`src/design/shf_pkg.sv`:
```
package shf_pkg;

  // ********************************************************************
  // Sizes and counter width
  // ********************************************************************
  localparam int HDR_BITS    = 80;
  localparam int HDR_BYTES   = 10;
  localparam int ETYPE_BYTES = 2;
  localparam int INS_BYTES   = HDR_BYTES + ETYPE_BYTES;
  localparam int INS_BITS    = INS_BYTES * 8;
  localparam int CNT_W       = 4;

  // ********************************************************************
  // Header bit positions
  // ********************************************************************
  localparam int MARKER_POS = 79;
  localparam int COS_HI     = 78;
  localparam int COS_LO     = 76;
  localparam int INGRESS_SERVICE_INDEX_HI    = 75;
  localparam int INGRESS_SERVICE_INDEX_LO    = 64;
  localparam int RSVA_HI    = 78;
  localparam int RSVA_LO    = 68;
  localparam int AC_HI      = 67;
  localparam int AC_LO      = 64;
  localparam int RSVB_HI    = 63;
  localparam int RSVB_LO    = 62;
  localparam int DP_HI      = 61;
  localparam int DP_LO      = 60;
  localparam int SP_POS     = 59;
  localparam int PRIO_HI    = 58;
  localparam int PRIO_LO    = 56;
  localparam int CONG_POS   = 55;
  localparam int RSVC_POS   = 54;
  localparam int RSVD_POS   = 53;
  localparam int TTL_HI     = 52;
  localparam int TTL_LO     = 48;
  localparam int LRN_POS    = 47;
  localparam int FWD_HI     = 46;
  localparam int FWD_LO     = 44;
  localparam int RSVE_POS   = 43;
  localparam int DST_HI     = 42;
  localparam int DST_LO     = 32;
  localparam int LOW_HI     = 31;

  // ********************************************************************
  // Register map and reset values
  // ********************************************************************
  localparam logic [7:0]  REG_CTRL      = 8'h00;
  localparam logic [7:0]  REG_STATUS    = 8'h04;
  localparam logic [7:0]  REG_BAD_COUNT = 8'h08;
  localparam logic [7:0]  REG_GOOD_COUNT = 8'h0c;
  localparam int          CTRL_LAYOUT_BIT = 0;
  localparam logic        CTRL_LAYOUT_RST = 1'b0;
  localparam int          ST_MARKER_BIT = 0;
  localparam int          ST_ETYPE_BIT  = 1;
  localparam int          ST_RSV_BIT    = 2;
  localparam int          ST_FWDRSV_BIT = 3;
  localparam int          ST_TXBUSY_BIT = 4;

  // ********************************************************************
  // Types
  // ********************************************************************
  typedef enum logic [2:0] {
    FWD_LOCAL_LOOKUP  = 3'h0,
    FWD_PORT_A        = 3'h1,
    FWD_PORT_B        = 3'h2,
    FWD_GROUP         = 3'h3,
    FWD_GLOBAL_MIRROR = 3'h4,
    FWD_ONE_UNIT_CPU  = 3'h5,
    FWD_ALL_CPUS      = 3'h6,
    FWD_RESERVED      = 3'h7
  } shf_fwd_e;

  typedef struct packed {
    logic [2:0]  class_of_service_id;
    logic [11:0] ingress_service_index;
    logic [3:0]  aggregation_code;
    logic [1:0]  drop_precedence;
    logic        super_priority_flag;
    logic [2:0]  internal_priority;
    logic        ingress_congestion_policy;
    logic [4:0]  ttl;
    logic        learning_skip;
    shf_fwd_e    forward_mode;
    logic [10:0] dst_field;
    logic [31:0] lower_bits;
  } shf_fields_s;

  typedef enum logic [1:0] {
    ST_IDLE = 2'b00,
    ST_MOVE = 2'b01
  } shf_state_e;

endpackage

```
`src/design/shf_tx.sv`:
```
`timescale 1ns/1ps

// Sends a prepared insertion (tag type plus header) one byte per accepted beat.
module shf_tx #(
  parameter int NBYTES = shf_pkg::INS_BYTES
) (
  input  wire logic                clk,
  input  wire logic                nrst,
  input  wire logic                start,
  input  wire logic [NBYTES*8-1:0] word,
  output logic                     idle,
  output logic                     out_valid,
  output logic [7:0]               out_data,
  output logic                     out_last,
  input  wire logic                out_ready
);

  initial begin
    if (NBYTES < 2 || NBYTES > 15) begin
      $error("shf_tx: NBYTES out of range");
    end
  end

  shf_pkg::shf_state_e           state_r, state_nxt;
  logic [NBYTES*8-1:0]           shift_r, shift_nxt;
  logic [shf_pkg::CNT_W-1:0]     cnt_r, cnt_nxt;
  logic                          valid_r, valid_nxt;
  logic                          last_r, last_nxt;

  localparam logic [shf_pkg::CNT_W-1:0] LAST_IDX = shf_pkg::CNT_W'(NBYTES - 1);

  // Next state: the first payload byte leaves first, most significant bits first.
  always_comb begin
    state_nxt = state_r;
    shift_nxt = shift_r;
    cnt_nxt   = cnt_r;
    valid_nxt = valid_r;
    last_nxt  = last_r;
    case (state_r)
      shf_pkg::ST_IDLE: begin
        if (start) begin
          state_nxt = shf_pkg::ST_MOVE;
          shift_nxt = word;
          cnt_nxt   = '0;
          valid_nxt = 1'b1;
          last_nxt  = 1'b0;
        end
      end
      shf_pkg::ST_MOVE: begin
        if (out_ready) begin
          if (cnt_r == LAST_IDX) begin
            state_nxt = shf_pkg::ST_IDLE;
            valid_nxt = 1'b0;
            last_nxt  = 1'b0;
          end else begin
            shift_nxt = {shift_r[NBYTES*8-9:0], 8'h00};
            cnt_nxt   = cnt_r + 1'b1;
            last_nxt  = (cnt_r + 1'b1) == LAST_IDX;
          end
        end
      end
      default: begin
        state_nxt = shf_pkg::ST_IDLE;
        valid_nxt = 1'b0;
        last_nxt  = 1'b0;
      end
    endcase
  end

  // State registers.
  always_ff @(posedge clk or negedge nrst) begin
    if (!nrst) begin
      state_r <= shf_pkg::ST_IDLE;
      shift_r <= '0;
      cnt_r   <= '0;
      valid_r <= 1'b0;
      last_r  <= 1'b0;
    end else begin
      state_r <= state_nxt;
      shift_r <= shift_nxt;
      cnt_r   <= cnt_nxt;
      valid_r <= valid_nxt;
      last_r  <= last_nxt;
    end
  end

  assign idle      = (state_r == shf_pkg::ST_IDLE);
  assign out_valid = valid_r;
  assign out_data  = shift_r[NBYTES*8-1 -: 8];
  assign out_last  = last_r;

endmodule

```
`src/design/shf_rx.sv`:
```
`timescale 1ns/1ps

// Gathers an insertion of NBYTES bytes and pulses done with the whole word.
module shf_rx #(
  parameter int NBYTES = shf_pkg::INS_BYTES
) (
  input  wire logic                clk,
  input  wire logic                nrst,
  input  wire logic                in_valid,
  input  wire logic [7:0]          in_data,
  input  wire logic                in_sof,
  output logic                     done,
  output logic [NBYTES*8-1:0]      word
);

  initial begin
    if (NBYTES < 2 || NBYTES > 15) begin
      $error("shf_rx: NBYTES out of range");
    end
  end

  shf_pkg::shf_state_e           state_r, state_nxt;
  logic [NBYTES*8-1:0]           shift_r, shift_nxt;
  logic [shf_pkg::CNT_W-1:0]     cnt_r, cnt_nxt;
  logic                          done_r, done_nxt;

  localparam logic [shf_pkg::CNT_W-1:0] LAST_IDX = shf_pkg::CNT_W'(NBYTES - 1);

  // Next state: a start-of-insertion byte always restarts collection.
  always_comb begin
    state_nxt = state_r;
    shift_nxt = shift_r;
    cnt_nxt   = cnt_r;
    done_nxt  = 1'b0;
    case (state_r)
      shf_pkg::ST_IDLE: begin
        if (in_valid && in_sof) begin
          state_nxt = shf_pkg::ST_MOVE;
          shift_nxt = {shift_r[NBYTES*8-9:0], in_data};
          cnt_nxt   = shf_pkg::CNT_W'(1);
        end
      end
      shf_pkg::ST_MOVE: begin
        if (in_valid) begin
          shift_nxt = {shift_r[NBYTES*8-9:0], in_data};
          if (in_sof) begin
            cnt_nxt = shf_pkg::CNT_W'(1);
          end else if (cnt_r == LAST_IDX) begin
            state_nxt = shf_pkg::ST_IDLE;
            done_nxt  = 1'b1;
          end else begin
            cnt_nxt = cnt_r + 1'b1;
          end
        end
      end
      default: begin
        state_nxt = shf_pkg::ST_IDLE;
      end
    endcase
  end

  // State registers.
  always_ff @(posedge clk or negedge nrst) begin
    if (!nrst) begin
      state_r <= shf_pkg::ST_IDLE;
      shift_r <= '0;
      cnt_r   <= '0;
      done_r  <= 1'b0;
    end else begin
      state_r <= state_nxt;
      shift_r <= shift_nxt;
      cnt_r   <= cnt_nxt;
      done_r  <= done_nxt;
    end
  end

  assign done = done_r;
  assign word = shift_r;

endmodule

```
`src/design/shf_top.sv`:
```
// Implementation choices: strobed register access and the address map.
`timescale 1ns/1ps

module shf_top #(
  parameter logic [15:0] ETHERTYPE = 16'h9abc  // Arbitrary value.
) (
  input  wire logic                 clk,
  input  wire logic                 nrst,
  input  wire logic [7:0]           reg_addr,
  input  wire logic [31:0]          reg_wdata,
  input  wire logic                 reg_wr,
  input  wire logic                 reg_rd,
  output logic [31:0]               reg_rdata,
  input  wire logic                 tx_start,
  input  wire shf_pkg::shf_fields_s tx_fields,
  output logic                      tx_idle,
  output logic                      tx_out_valid,
  output logic [7:0]                tx_out_data,
  output logic                      tx_out_last,
  input  wire logic                 tx_out_ready,
  input  wire logic                 rx_in_valid,
  input  wire logic [7:0]           rx_in_data,
  input  wire logic                 rx_in_sof,
  output logic                      rx_hdr_valid,
  output shf_pkg::shf_fields_s      rx_fields,
  output logic                      rx_marker_ok,
  output logic                      rx_etype_ok,
  output logic                      rx_rewrite_valid,
  output logic                      rx_learn_enable,
  output logic                      rx_super_priority
);

  // ********************************************************************
  // Header packing and unpacking
  // ********************************************************************

  // Builds the 80-bit header from the fields for the chosen layout.
  function automatic logic [shf_pkg::HDR_BITS-1:0] pack_hdr(
    input shf_pkg::shf_fields_s f,
    input logic                 layout_en
  );
    logic [shf_pkg::HDR_BITS-1:0] h;
    h = '0;
    h[shf_pkg::MARKER_POS] = 1'b1;
    if (layout_en) begin
      h[shf_pkg::COS_HI:shf_pkg::COS_LO]   = f.class_of_service_id;
      h[shf_pkg::INGRESS_SERVICE_INDEX_HI:shf_pkg::INGRESS_SERVICE_INDEX_LO] = f.ingress_service_index;
    end else begin
      h[shf_pkg::AC_HI:shf_pkg::AC_LO]     = f.aggregation_code;
    end
    h[shf_pkg::DP_HI:shf_pkg::DP_LO]     = f.drop_precedence;
    h[shf_pkg::SP_POS]                   = f.super_priority_flag;
    h[shf_pkg::PRIO_HI:shf_pkg::PRIO_LO] = f.internal_priority;
    h[shf_pkg::CONG_POS]                 = f.ingress_congestion_policy;
    h[shf_pkg::TTL_HI:shf_pkg::TTL_LO]   = f.ttl;
    h[shf_pkg::LRN_POS]                  = f.learning_skip;
    h[shf_pkg::FWD_HI:shf_pkg::FWD_LO]   = f.forward_mode;
    h[shf_pkg::DST_HI:shf_pkg::DST_LO]   = f.dst_field;
    h[shf_pkg::LOW_HI:0]                 = f.lower_bits;
    return h;
  endfunction

  // Splits an 80-bit header into fields; unused layout fields read zero.
  function automatic shf_pkg::shf_fields_s unpack_hdr(
    input logic [shf_pkg::HDR_BITS-1:0] h,
    input logic                         layout_en
  );
    shf_pkg::shf_fields_s f;
    f = '0;
    if (layout_en) begin
      f.class_of_service_id   = h[shf_pkg::COS_HI:shf_pkg::COS_LO];
      f.ingress_service_index = h[shf_pkg::INGRESS_SERVICE_INDEX_HI:shf_pkg::INGRESS_SERVICE_INDEX_LO];
    end else begin
      f.aggregation_code      = h[shf_pkg::AC_HI:shf_pkg::AC_LO];
    end
    f.drop_precedence           = h[shf_pkg::DP_HI:shf_pkg::DP_LO];
    f.super_priority_flag       = h[shf_pkg::SP_POS];
    f.internal_priority         = h[shf_pkg::PRIO_HI:shf_pkg::PRIO_LO];
    f.ingress_congestion_policy = h[shf_pkg::CONG_POS];
    f.ttl                       = h[shf_pkg::TTL_HI:shf_pkg::TTL_LO];
    f.learning_skip             = h[shf_pkg::LRN_POS];
    f.forward_mode = shf_pkg::shf_fwd_e'(h[shf_pkg::FWD_HI:shf_pkg::FWD_LO]);
    f.dst_field                 = h[shf_pkg::DST_HI:shf_pkg::DST_LO];
    f.lower_bits                = h[shf_pkg::LOW_HI:0];
    return f;
  endfunction

  // ********************************************************************
  // Registers and state
  // ********************************************************************
  logic                         layout_en_r, layout_en_nxt;
  logic [31:0]                  rdata_r, rdata_nxt;
  logic [3:0]                   status_r, status_nxt;
  logic [31:0]                  bad_cnt_r, bad_cnt_nxt;
  logic [31:0]                  good_cnt_r, good_cnt_nxt;
  logic                         hv_r, hv_nxt;
  shf_pkg::shf_fields_s         fields_r, fields_nxt;
  logic                         mk_r, mk_nxt;
  logic                         et_r, et_nxt;
  logic                         rw_r, rw_nxt;
  logic                         lrn_r, lrn_nxt;
  logic                         sp_r, sp_nxt;
  logic                         rx_done;
  logic [shf_pkg::INS_BITS-1:0] rx_word;
  logic [shf_pkg::HDR_BITS-1:0] rx_hdr;
  logic                         rx_rsv_fault;
  logic                         tx_busy;

  // ********************************************************************
  // Insertion and extraction paths
  // ********************************************************************

  // Sends the tag type and then the packed header.
  shf_tx #(
    .NBYTES (shf_pkg::INS_BYTES)
  ) u_tx (
    .clk       (clk),
    .nrst      (nrst),
    .start     (tx_start),
    .word      ({ETHERTYPE, pack_hdr(tx_fields, layout_en_r)}),
    .idle      (tx_idle),
    .out_valid (tx_out_valid),
    .out_data  (tx_out_data),
    .out_last  (tx_out_last),
    .out_ready (tx_out_ready)
  );

  // Collects the twelve inserted bytes of an extracted frame.
  shf_rx #(
    .NBYTES (shf_pkg::INS_BYTES)
  ) u_rx (
    .clk      (clk),
    .nrst     (nrst),
    .in_valid (rx_in_valid),
    .in_data  (rx_in_data),
    .in_sof   (rx_in_sof),
    .done     (rx_done),
    .word     (rx_word)
  );

  assign rx_hdr  = rx_word[shf_pkg::HDR_BITS-1:0];
  assign tx_busy = !tx_idle;

  // Reserved bits that a builder should have left clear.
  assign rx_rsv_fault = (|rx_hdr[shf_pkg::RSVB_HI:shf_pkg::RSVB_LO]) |
                        rx_hdr[shf_pkg::RSVC_POS] | rx_hdr[shf_pkg::RSVD_POS] |
                        rx_hdr[shf_pkg::RSVE_POS];

  // Parsed results, check flags and register file next values.
  always_comb begin
    hv_nxt        = rx_done;
    fields_nxt    = fields_r;
    mk_nxt        = mk_r;
    et_nxt        = et_r;
    rw_nxt        = rw_r;
    lrn_nxt       = lrn_r;
    sp_nxt        = sp_r;
    status_nxt    = status_r;
    bad_cnt_nxt   = bad_cnt_r;
    good_cnt_nxt  = good_cnt_r;
    layout_en_nxt = layout_en_r;
    rdata_nxt     = 32'h0000_0000;
    if (rx_done) begin
      fields_nxt = unpack_hdr(rx_hdr, layout_en_r);
      mk_nxt     = rx_hdr[shf_pkg::MARKER_POS];
      et_nxt     = rx_word[shf_pkg::INS_BITS-1 -: 16] == ETHERTYPE;
      rw_nxt     = (rx_hdr[shf_pkg::FWD_HI:shf_pkg::FWD_LO] == shf_pkg::FWD_LOCAL_LOOKUP) ||
                   (rx_hdr[shf_pkg::FWD_HI:shf_pkg::FWD_LO] == shf_pkg::FWD_GLOBAL_MIRROR);
      lrn_nxt    = !rx_hdr[shf_pkg::LRN_POS];
      sp_nxt     = rx_hdr[shf_pkg::SP_POS];
      status_nxt[shf_pkg::ST_MARKER_BIT] = rx_hdr[shf_pkg::MARKER_POS];
      status_nxt[shf_pkg::ST_ETYPE_BIT]  = rx_word[shf_pkg::INS_BITS-1 -: 16] == ETHERTYPE;
      status_nxt[shf_pkg::ST_RSV_BIT]    = rx_rsv_fault;
      status_nxt[shf_pkg::ST_FWDRSV_BIT] =
        rx_hdr[shf_pkg::FWD_HI:shf_pkg::FWD_LO] == shf_pkg::FWD_RESERVED;
      if (!rx_hdr[shf_pkg::MARKER_POS] ||
          (rx_word[shf_pkg::INS_BITS-1 -: 16] != ETHERTYPE)) begin
        bad_cnt_nxt = bad_cnt_r + 32'h0000_0001;
      end else begin
        good_cnt_nxt = good_cnt_r + 32'h0000_0001;
      end
    end
    if (reg_wr) begin
      case (reg_addr)
        shf_pkg::REG_CTRL:       layout_en_nxt = reg_wdata[shf_pkg::CTRL_LAYOUT_BIT];
        shf_pkg::REG_BAD_COUNT:  bad_cnt_nxt   = 32'h0000_0000;
        shf_pkg::REG_GOOD_COUNT: good_cnt_nxt  = 32'h0000_0000;
        default:                 layout_en_nxt = layout_en_r;
      endcase
    end
    if (reg_rd) begin
      case (reg_addr)
        shf_pkg::REG_CTRL:       rdata_nxt = {31'h0, layout_en_r};
        shf_pkg::REG_STATUS:     rdata_nxt = {27'h0, tx_busy, status_r};
        shf_pkg::REG_BAD_COUNT:  rdata_nxt = bad_cnt_r;
        shf_pkg::REG_GOOD_COUNT: rdata_nxt = good_cnt_r;
        default:                 rdata_nxt = 32'h0000_0000;
      endcase
    end
  end

  // State registers.
  always_ff @(posedge clk or negedge nrst) begin
    if (!nrst) begin
      layout_en_r <= shf_pkg::CTRL_LAYOUT_RST;
      rdata_r     <= 32'h0000_0000;
      status_r    <= 4'h0;
      bad_cnt_r   <= 32'h0000_0000;
      good_cnt_r  <= 32'h0000_0000;
      hv_r        <= 1'b0;
      fields_r    <= '0;
      mk_r        <= 1'b0;
      et_r        <= 1'b0;
      rw_r        <= 1'b0;
      lrn_r       <= 1'b0;
      sp_r        <= 1'b0;
    end else begin
      layout_en_r <= layout_en_nxt;
      rdata_r     <= rdata_nxt;
      status_r    <= status_nxt;
      bad_cnt_r   <= bad_cnt_nxt;
      good_cnt_r  <= good_cnt_nxt;
      hv_r        <= hv_nxt;
      fields_r    <= fields_nxt;
      mk_r        <= mk_nxt;
      et_r        <= et_nxt;
      rw_r        <= rw_nxt;
      lrn_r       <= lrn_nxt;
      sp_r        <= sp_nxt;
    end
  end

  assign reg_rdata         = rdata_r;
  assign rx_hdr_valid      = hv_r;
  assign rx_fields         = fields_r;
  assign rx_marker_ok      = mk_r;
  assign rx_etype_ok       = et_r;
  assign rx_rewrite_valid  = rw_r;
  assign rx_learn_enable   = lrn_r;
  assign rx_super_priority = sp_r;

endmodule

```
`config.mk`:
```
export PLATFORM = sky130hd
export DESIGN_NAME = shf_top
export DESIGN_NICKNAME = d
export VERILOG_FILES = /design/src/design/shf_pkg.sv /design/src/design/shf_tx.sv /design/src/design/shf_rx.sv /design/src/design/shf_top.sv
export SDC_FILE = /design/constraint.sdc
export NUM_CORES = 1
export LEC_CHECK = 0
export BUFFER_PORTS_ARGS = -buffer_cell sky130_fd_sc_hd__buf_2
export CAP_MARGIN = 20
export CORE_MARGIN = 8
export CORE_UTILIZATION = 59
export CTS_BUF_LIST = sky130_fd_sc_hd__clkbuf_2
export DETAILED_ROUTE_END_ITERATION = 6
export PLACE_DENSITY = 0.89
export SETUP_SLACK_MARGIN = 0.2
export SKIP_CTS_REPAIR_TIMING = 1
export SYNTH_ARGS = -nofsm -noshare
export SYNTH_HDL_FRONTEND = slang
export SYNTH_SLANG_ARGS = --single-unit
export TNS_END_PERCENT = 1
```
`constraint.sdc`:
```
create_clock -name clk -period 3.1 [get_ports clk]
set_input_delay 0.62 -clock clk [delete_from_list [all_inputs] [get_ports clk]]
set_output_delay 0.62 -clock clk [all_outputs]
set_load 0.05 [all_outputs]
```
# After elaboration in Yosys (flattened, before gate mapping)
# Index checks and enable logic that the tools add are counted.
[totals] in_bits=134 word_cells=130 out_inout_bits=127 reg_bits=391
[classes] bitwise_logic=3 muxes=51 eq_ne=21 reduce_logical=20 add_sub_neg=4
[op_table] operator="$mux W96" n=5
[op_table] operator="$pmux W96 S2" n=2
[op_table] operator="$mux W32" n=9
[op_table] operator="$pmux W32 S4" n=1
[op_table] operator="$add A32 B1 Y32 const B" n=2
[op_table] operator="$mux W4" n=9
[op_table] operator="$eq A16 B16 Y1 const B" n=1
[op_table] operator="$eq A8 B4 Y1 const B" n=2
[op_table] operator="$ne A16 B16 Y1 const B" n=1
[op_table] operator="$pmux W4 S2" n=2
[op_table] operator="$mux W15" n=1
[op_table] operator="$mux W2" n=7
[op_table] operator="$eq A4 B4 Y1 const B" n=3
[op_table] operator="$reduce_and A4 Y1" n=3
[op_table] operator="$mux W11" n=1
[op_table] operator="$mux W1" n=10
[op_table] operator="$ne A2 B2 Y1 const B" n=5
[op_table] operator="$add A4 B1 Y4 const B" n=2
[op_table] operator="$eq A8 B3 Y1 const B" n=1
[op_table] operator="$logic_not A8 Y1" n=1
[op_table] operator="$pmux W2 S2" n=2
[op_table] operator="$eq A3 B3 Y1 const B" n=2
[op_table] operator="$ne A2 B1 Y1 const B" n=3
[op_table] operator="$reduce_and A3 Y1" n=2
[op_table] operator="other kinds (12)" n=22

# Logic depth before layout (Yosys ltp)
# Gate-level depths: netlist (run 1).
[logic_depth] word_depth=6 ltp_mapped=8 depth_no_buf=6

# By module
# A second synthesis (run 1) with hierarchy kept.
[unflattened] cells_unflattened=1454 area_unflattened_um2=16987.5
[by_module_without_submodules] mod="shf_top" cells_each=757 seq_area_each_um2=4554.4 area_per_inst_um2=8161.6 instances=1
[by_module_without_submodules] mod="shf_tx" cells_each=460 seq_area_each_um2=2552.4 area_per_inst_um2=4728.3 instances=1
[by_module_without_submodules] mod="shf_rx" cells_each=237 seq_area_each_um2=2552.4 area_per_inst_um2=4097.7 instances=1

# Worst setup path after synthesis (run 1)
# Ideal clock, no wire load.
[synth_path] path_kind="input port to flip-flop" from="input rx_in_sof" to="register u_rx.shift_r[66] (netlist: u_rx.word[66])" path_stages=5 t_required_ns=2.975 arrival_time_ns=2.133 setup_ns=0.125 path_slack_ns=0.842 path_cell_list="clkbuf_1 -> o21ai_1 -> clkbuf_1 -> clkbuf_1 -> mux2_2"
[synth_via] elab_chain_len=3
[synth_rtl] item="start, declared" line="shf_top.sv:23" text="input wire logic rx_in_sof,"
[synth_rtl] item="$logic_and A1 B1 Y1" line="shf_rx.sv:37" text="if (in_valid && in_sof) begin"
[synth_rtl] item="$ne A2 B1 Y1 (no source line)"
[synth_rtl] item="$reduce_and A3 Y1 (no source line)"
[synth_rtl] item="end signal, assigned" line="shf_rx.sv:71" text="shift_r <= shift_nxt;"
[synth_rtl] item="end, declared" line="shf_rx.sv:23" text="logic [NBYTES*8-1:0] shift_r, shift_nxt;"
# Every way passes these cells.
# A chain may end at the register's enable or synchronous reset.

==> results_dict.tcl, run 1 <==
set metrics [dict create \
    power.share.switching_pct 36.3 \
    holdCritStartpoint "tx_fields[57]" \
    max-vdd-ir-drop_v 0.000521 \
    holdCritPathClass "input port to register" \
    numCtsBuffers 94 \
    max_freq_mhz 367 \
    maxSlewViolCount 0 \
    synthesis.area_sq_mm 0.0163 \
    number_of_i_o_port_buffers 229 \
    holdWs_ns 0.0315 \
    outcome "finished clean" \
    floorplan.initialDensity_pct 60.1 \
    hold_violations 0 \
    drt-total-wl_microns 41400 \
    cts_tree "done" \
    muxShareOfSynthArea_pct 14.5 \
    layout_commonest_cell "sky130_fd_sc_hd__dfrtp_1" \
    min_path_cells 3 \
    detailroute.via_count 12100 \
    die_x_microns 182 \
    yosys_register_bits 386 \
    met3_wirelength_microns 3340 \
    avgSynthCellArea_sq_um 11.8 \
    layout.nets 1837 \
    synth_top_area_share_pct 59.4 \
    fin_crit_sh_pct 87.9 \
    cts_buffer_depth 3 \
    power_leakage_uw 0.00959 \
    place.gp.congestion 0.870 \
    finish.instance_area_sq_mm 0.0194 \
    drt_pass1_iterations 5 \
    design.die.area_sq_mm 0.0331 \
    final.setup.tns_ns 0 \
    area_contributors_post_synth "sky130_fd_sc_hd__dfrtp_1 59%, sky130_fd_sc_hd__mux2_2 11%, sky130_fd_sc_hd__mux2i_1 3.4%" \
    synth_compound_gate_area_share_pct 8.91 \
    rsz0062_at_grt "false" \
    post_synth_and_or_nand_nor_area_fraction_pct 10.2 \
    sinks_on_the_clock_net 386 \
    global_route_wire_length_before_repair_microns 63200 \
    drt_first_iter_violations 1168 \
    timing.critical_path.to_type "output port" \
    yosysWarningCount 0 \
    remaining_drc_errors 0 \
    grt_max_degree 86 \
    area_growth_syn_to_layout_pct 19.2 \
    n_fill_cell 1812 \
    power_report.internal_total_uw 9220 \
    antenna_left 0 \
    critical_path_peak_fanout 21 \
    seq_area_frac_synth_pct 59.4 \
    synth_async_sr_flop_share_pct 100 \
    postLayoutSetupSlackWorst_ns 0.375 \
    multiInputGateArea_sq_mm 0.00600 \
    worstSkewPairLatency_ns 0.91 \
    startpoint_type "register" \
    layout_common_cells "384 x sky130_fd_sc_hd__dfrtp_1, 229 x sky130_fd_sc_hd__buf_2, 159 x sky130_fd_sc_hd__mux2_2, 137 x sky130_fd_sc_hd__clkbuf_2, 100 x sky130_fd_sc_hd__nand2_1" \
    post_route_cells_drive_above_1_share_pct 32.8 \
    worst_slew_pin_slew_ns 0.763 \
    synth_cell_types 56 \
    path_type_of_the_worst_setup_path "register to output port" \
    placedInstanceArea_sq_mm 0.0177 \
    r2r_cells 5 \
    final-seq-area_sq_mm 0.00966 \
    synth-main-ff-cell "sky130_fd_sc_hd__dfrtp_1" \
    total_switching_power_uw 5260 \
    routed_wire_length_per_instance_microns 19.6 \
    timing.critical_path.cells "inv_1, buf_4, buf_2" \
    post_layout_nonfiller_instances 2114 \
    cp_slowest_cell "sky130_fd_sc_hd__dfrtp_2" \
    pin_count 261 \
    track_usage_pct 23.4 \
    r2r_start "bad_cnt_r[6]$_DFF_PN0_" \
    post_synth_edffs 0 \
    wl_met1_microns 15600 \
    yosys.area_share.xor_xnor_pct 2.80 \
    cp-startpoint "u_tx.out_valid$_DFFE_PN0P_" \
    clock_tree_root_driver_cell "sky130_fd_sc_hd__clkbuf_2" \
    post_drt_via_cell_ratio 5.72 \
    power_frac_clock_pct 24.5 \
    cp.required_ns 2.48 \
    largest_incremental_delay_on_the_critical_path_ns 0.58 \
    grt_antenna_before_repair 1 \
    comb_power_share_pct 25.0 \
    clk_pin_slew_ns 0.13 \
    syn-instance-count 1373 \
    synth_top_area_cell "sky130_fd_sc_hd__dfrtp_1" \
    clock_tree.htree_level_count 3 \
    grt_remaining_overflow 0 \
    die_height_microns 182 \
    timing.max_slew.rel_slack_pct 49.1 \
    timing.final.crit_period_ns 2.73 \
    setup_violations 0 \
    crit_path_dat_ns 2.11 \
    detailedPlacementHpwl_microns 27000 \
    finClkSkew_ns 0.106 \
    routed.top_layer "met4" \
    met2WireLength_microns 21000 \
    placement_rows 60 \
    place_inst 1872 \
    timing.max_cap.violations 0 \
    coreArea_sq_mm 0.0270 \
    adder_cell_area_share_of_the_yosys_netlist_pct 0.385 \
    largest_family_of_logic_cells_by_synthesized_area "multiplexers" \
    cellPowerDensity_mw_per_mm2 748 \
    grt_pass1_vias 12500 \
    post_synthesis_net_count 1512 \
    power.sequential.fraction_pct 50.5 \
    dpl_worst_slack_ns 0.671 \
]
==> through the flow <==
stage | power, uW | util [%]
after floorplan | 9770 | -
after global placement | 10600 | 65.6
after detailed placement | 10900 | 65.6
after CTS | 14400 | 69.0
after global routing | 15300 | 71.7
final | 14500 | 71.7
==> synthesized netlist by cell type, drive strengths merged, types with 12 or more instances <==
library cell / instances
mux2i: 56
dfrtp: 386
inv: 46
nand2: 100
a22o: 14
nand3: 48
mux2: 159
a21oi: 27
o21ai: 99
buf: 30
a222oi: 12
a2111oi: 15
nor2: 98
nand4: 22
clkbuf: 72
xnor2: 44
a22oi: 31
or3: 12
==> sequential cells by signal (all words and copies together), names as in the netlist <==
register,flops
rx_super_priority,1
status_r,4
reg_rdata,32
rx_rewrite_valid,1
u_rx.word,96
rx_hdr_valid,1
u_rx.done,1
u_tx.out_valid,1
u_rx.state_r,1
rx_fields,77
rx_learn_enable,1
u_tx.cnt_r,4
good_cnt_r,32
u_tx.shift_r,96
layout_en_r,1
u_rx.cnt_r,4
u_tx.out_last,1
bad_cnt_r,32
==> final timing paths <==
check                                               end  slack, ns
setup / recovery                                tx_idle       0.37
max in group asynchronous      good_cnt_r[24]$_DFF_PN0_       1.93
hold reg to reg            u_tx.shift_r[87]$_DFFE_PN0P_       0.47
hold / removal             u_tx.shift_r[60]$_DFFE_PN0P_       0.03
setup reg to reg                bad_cnt_r[29]$_DFF_PN0_       0.62
min in group asynchronous       reg_rdata[16]$_DFF_PN0_       0.25
==> power by group through the flow <==
stage	Clock (uW)	Combinational, uW	Sequential [uW]
finish	3540	3620	7320
global placement	0	3350	7270
floorplan	0	2240	7530
global route	3910	3940	7460
CTS	3600	3520	7280
detailed placement	0	3510	7380
==> cells by family (layout without fill, tap and decap cells) <==
family	Yosys count	in the layout
flops	386	386
simple gates	344	344
compound gates	223	223
mux	215	215
buf+inv	148	547
xor+xnor	52	52
fa+ha+maj	5	5
other cells	0	1
==> layer usage <==
layer | global-route usage, % | up-vias
li1 | - | 5545
met1 | 27.3 | 5978
met2 | 38.7 | 455
met3 | 8.48 | 111
met4 | 9.31 | 0
met5 | 0 | -
==> worst max-delay path: cells and delay by family, from the launching register on <==
kind / cells / cell delay, ns
buffers and inverters: 3 / 0.66
DFF: 1 / 0.58
==> cell type report <==
cell class,count,share of cell area (%)
antenna,1,0.0129
clock buffer,137,3.54
multi-input combinational,839,31.0
inverter,46,0.892
timing repair buffer,331,11.3
clock inverter,33,1.20
sequential,386,49.9
tap,341,2.20
No activity file was read; power rests on OpenSTA's default activity.
==> inputs of run 2 (changes only) <==
==> constraint.sdc (replaced) <==
create_clock -name clk -period 2.6 [get_ports clk]
set_input_delay 0.52 -clock clk [delete_from_list [all_inputs] [get_ports clk]]
set_output_delay 0.52 -clock clk [all_outputs]
set_load 0.05 [all_outputs]
==> results_dict.tcl, run 2 (synthesized netlist as in run 1, its figures left out) <==
set metrics [dict create \
    outcome "finished clean" \
    finClkSkew_ns 0.0789 \
    power_frac_clock_pct 23.1 \
    r2r_end "u_tx.shift_r[38]$_DFFE_PN0P_" \
    n_fill_cell 1776 \
    utilization_pct 72.8 \
    rsz0062_at_grt "true" \
    worst_slew_pin_slew_ns 0.783 \
    max-vdd-ir-drop_v 0.000810 \
    comb_power_share_pct 26.2 \
    crit_path_dat_ns 1.98 \
    area_growth_syn_to_layout_pct 21.0 \
    place_inst 1877 \
    track_usage_pct 23.7 \
    clock_tree_root_driver_cell "sky130_fd_sc_hd__clkbuf_2" \
    holdCritPathClass "input port to register" \
    post_drt_via_cell_ratio 5.85 \
    power.share.switching_pct 37.3 \
    drt-total-wl_microns 44100 \
    power_report.internal_total_uw 10900 \
    worstSkewPairLatency_ns 0.91 \
    grt_antenna_before_repair 4 \
    grt_pass1_vias 12400 \
    clk_pin_slew_ns 0.10 \
    pin_count 261 \
    floorplan.initialDensity_pct 60.1 \
    place.gp.congestion 0.857 \
    power.sequential.fraction_pct 50.7 \
    critical_path_peak_fanout 12 \
    die_height_microns 182 \
    cellPowerDensity_mw_per_mm2 880 \
    layout_common_cells "384 x sky130_fd_sc_hd__dfrtp_1, 228 x sky130_fd_sc_hd__buf_2, 159 x sky130_fd_sc_hd__mux2_2, 138 x sky130_fd_sc_hd__clkbuf_2, 100 x sky130_fd_sc_hd__nand2_1" \
    grt_max_degree 105 \
    timing.final.crit_period_ns 2.50 \
    layout_commonest_cell "sky130_fd_sc_hd__dfrtp_1" \
    post_layout_nonfiller_instances 2132 \
    numCtsBuffers 93 \
    drt_pass1_iterations 6 \
    regToRegSetupSlack_ns 0.29 \
    startpoint_type "register" \
    grt_remaining_overflow 0 \
    r2r_start "u_tx.cnt_r[0]$_DFFE_PN0P_" \
    fin_crit_sh_pct 96.3 \
    drt_first_iter_violations 1047 \
    detailedPlacementHpwl_microns 27100 \
    coreArea_sq_mm 0.0270 \
    total_switching_power_uw 6450 \
    layout.nets 1859 \
    cts_buffer_depth 3 \
    routed_wire_length_per_instance_microns 20.7 \
    cp.required_ns 2.08 \
    remaining_drc_errors 0 \
    power_leakage_uw 0.00967 \
    global_route_wire_length_before_repair_microns 63400 \
    max_freq_mhz 399 \
    placement_rows 60 \
    antenna_left 0 \
    worstSetupEndpoint "tx_idle" \
    number_of_i_o_port_buffers 229 \
    clock_tree.htree_level_count 3 \
    final.setup.tns_ns 0 \
    cts_tree "done" \
    timing.critical_path.to_type "output port" \
    design.die.area_sq_mm 0.0331 \
    path_type_of_the_worst_setup_path "register to output port" \
    holdCritStartpoint "tx_fields[11]" \
    post_route_cells_drive_above_1_share_pct 32.7 \
    cp-startpoint "u_tx.out_valid$_DFFE_PN0P_" \
    detailroute.via_count 12500 \
    timing.max_slew.rel_slack_pct 47.2 \
    timing.max_cap.violations 0 \
    die_x_microns 182 \
    setup_violations 0 \
    maxSlewViolCount 0 \
    hold_violations 0 \
    r2r_cells 6 \
    sinks_on_the_clock_net 386 \
]
==> run 2: cell types whose count changed in the layout (fill, tap and decap cells not counted), moves of 4 or more <==
cell,previous run,this run
sky130_fd_sc_hd__buf_12,7,18
sky130_fd_sc_hd__buf_4,24,19
sky130_fd_sc_hd__clkinv_2,5,0
sky130_fd_sc_hd__dlygate4sd3_1,70,88
sky130_fd_sc_hd__clkinv_1,21,17
==> run 2: per-layer routing <==
layer	GRT usage (%)	vias to the layer above	share of wire, %
li1	-	5588	-
met1	27.5	6213	37
met2	39.7	541	51
met3	8.42	126	8.8
met4	9.38	0	3.9
met5	0	-	0
==> run 2: power groups by stage <==
stage	registers (uW)	clock network, uW	logic, uW
global placement	8670	0	4020
global route	8930	4410	4900
floorplan	8980	0	2670
detailed placement	8800	0	4230
finish	8780	4000	4530
CTS	8690	4050	4260
==> run 2: cell type report <==
type	count	area [sq um]	share of cell area, %
diodes	4	10.0	0.0509
inverters	46	176	0.897
multi-input cells	839	6010	30.6
clock buffers	138	691	3.51
well taps	341	427	2.17
clock inverters	24	145	0.738
flip-flops and latches	386	9660	49.2
repair buffers	354	2540	12.9
==> run 2: per-stage QoR <==
step | cell area, sq um | hold slack [ns] | worst slack, ns | power [uW]
2_1_floorplan | 16300 | 0.224 | 0.442 | 11700
3_3_place_gp | 17900 | 0.449 | 0.360 | 12700
3_5_place_dp | 17900 | 0.466 | 0.231 | 13000
4_1_cts | 18700 | -0.426 | -0.193 | 17000
5_1_grt | 19700 | 0.00439 | -0.0253 | 18200
6_report | 19700 | 0.00246 | 0.0968 | 17300
==> run 2: worst min-delay path by stage <==
stage                                        end  slack [ns]  cells past startpoint
finish              u_tx.shift_r[11]$_DFFE_PN0P_       0.002                      3
global route        u_tx.shift_r[11]$_DFFE_PN0P_       0.004                      3
CTS                    u_rx.word[84]$_DFFE_PN0P_       -0.43                      1
detailed placement   u_tx.shift_r[2]$_DFFE_PN0P_        0.47                      2
global placement     u_tx.shift_r[1]$_DFFE_PN0P_        0.45                      2
floorplan                 bad_cnt_r[0]$_DFF_PN0_        0.22                      0
==> run 2: critical path, cell delays in order (launching register included) <==
cell                         delay (ns)
sky130_fd_sc_hd__dfrtp_2           0.48
sky130_fd_sc_hd__clkinvlp_4        0.32
sky130_fd_sc_hd__buf_2             0.33
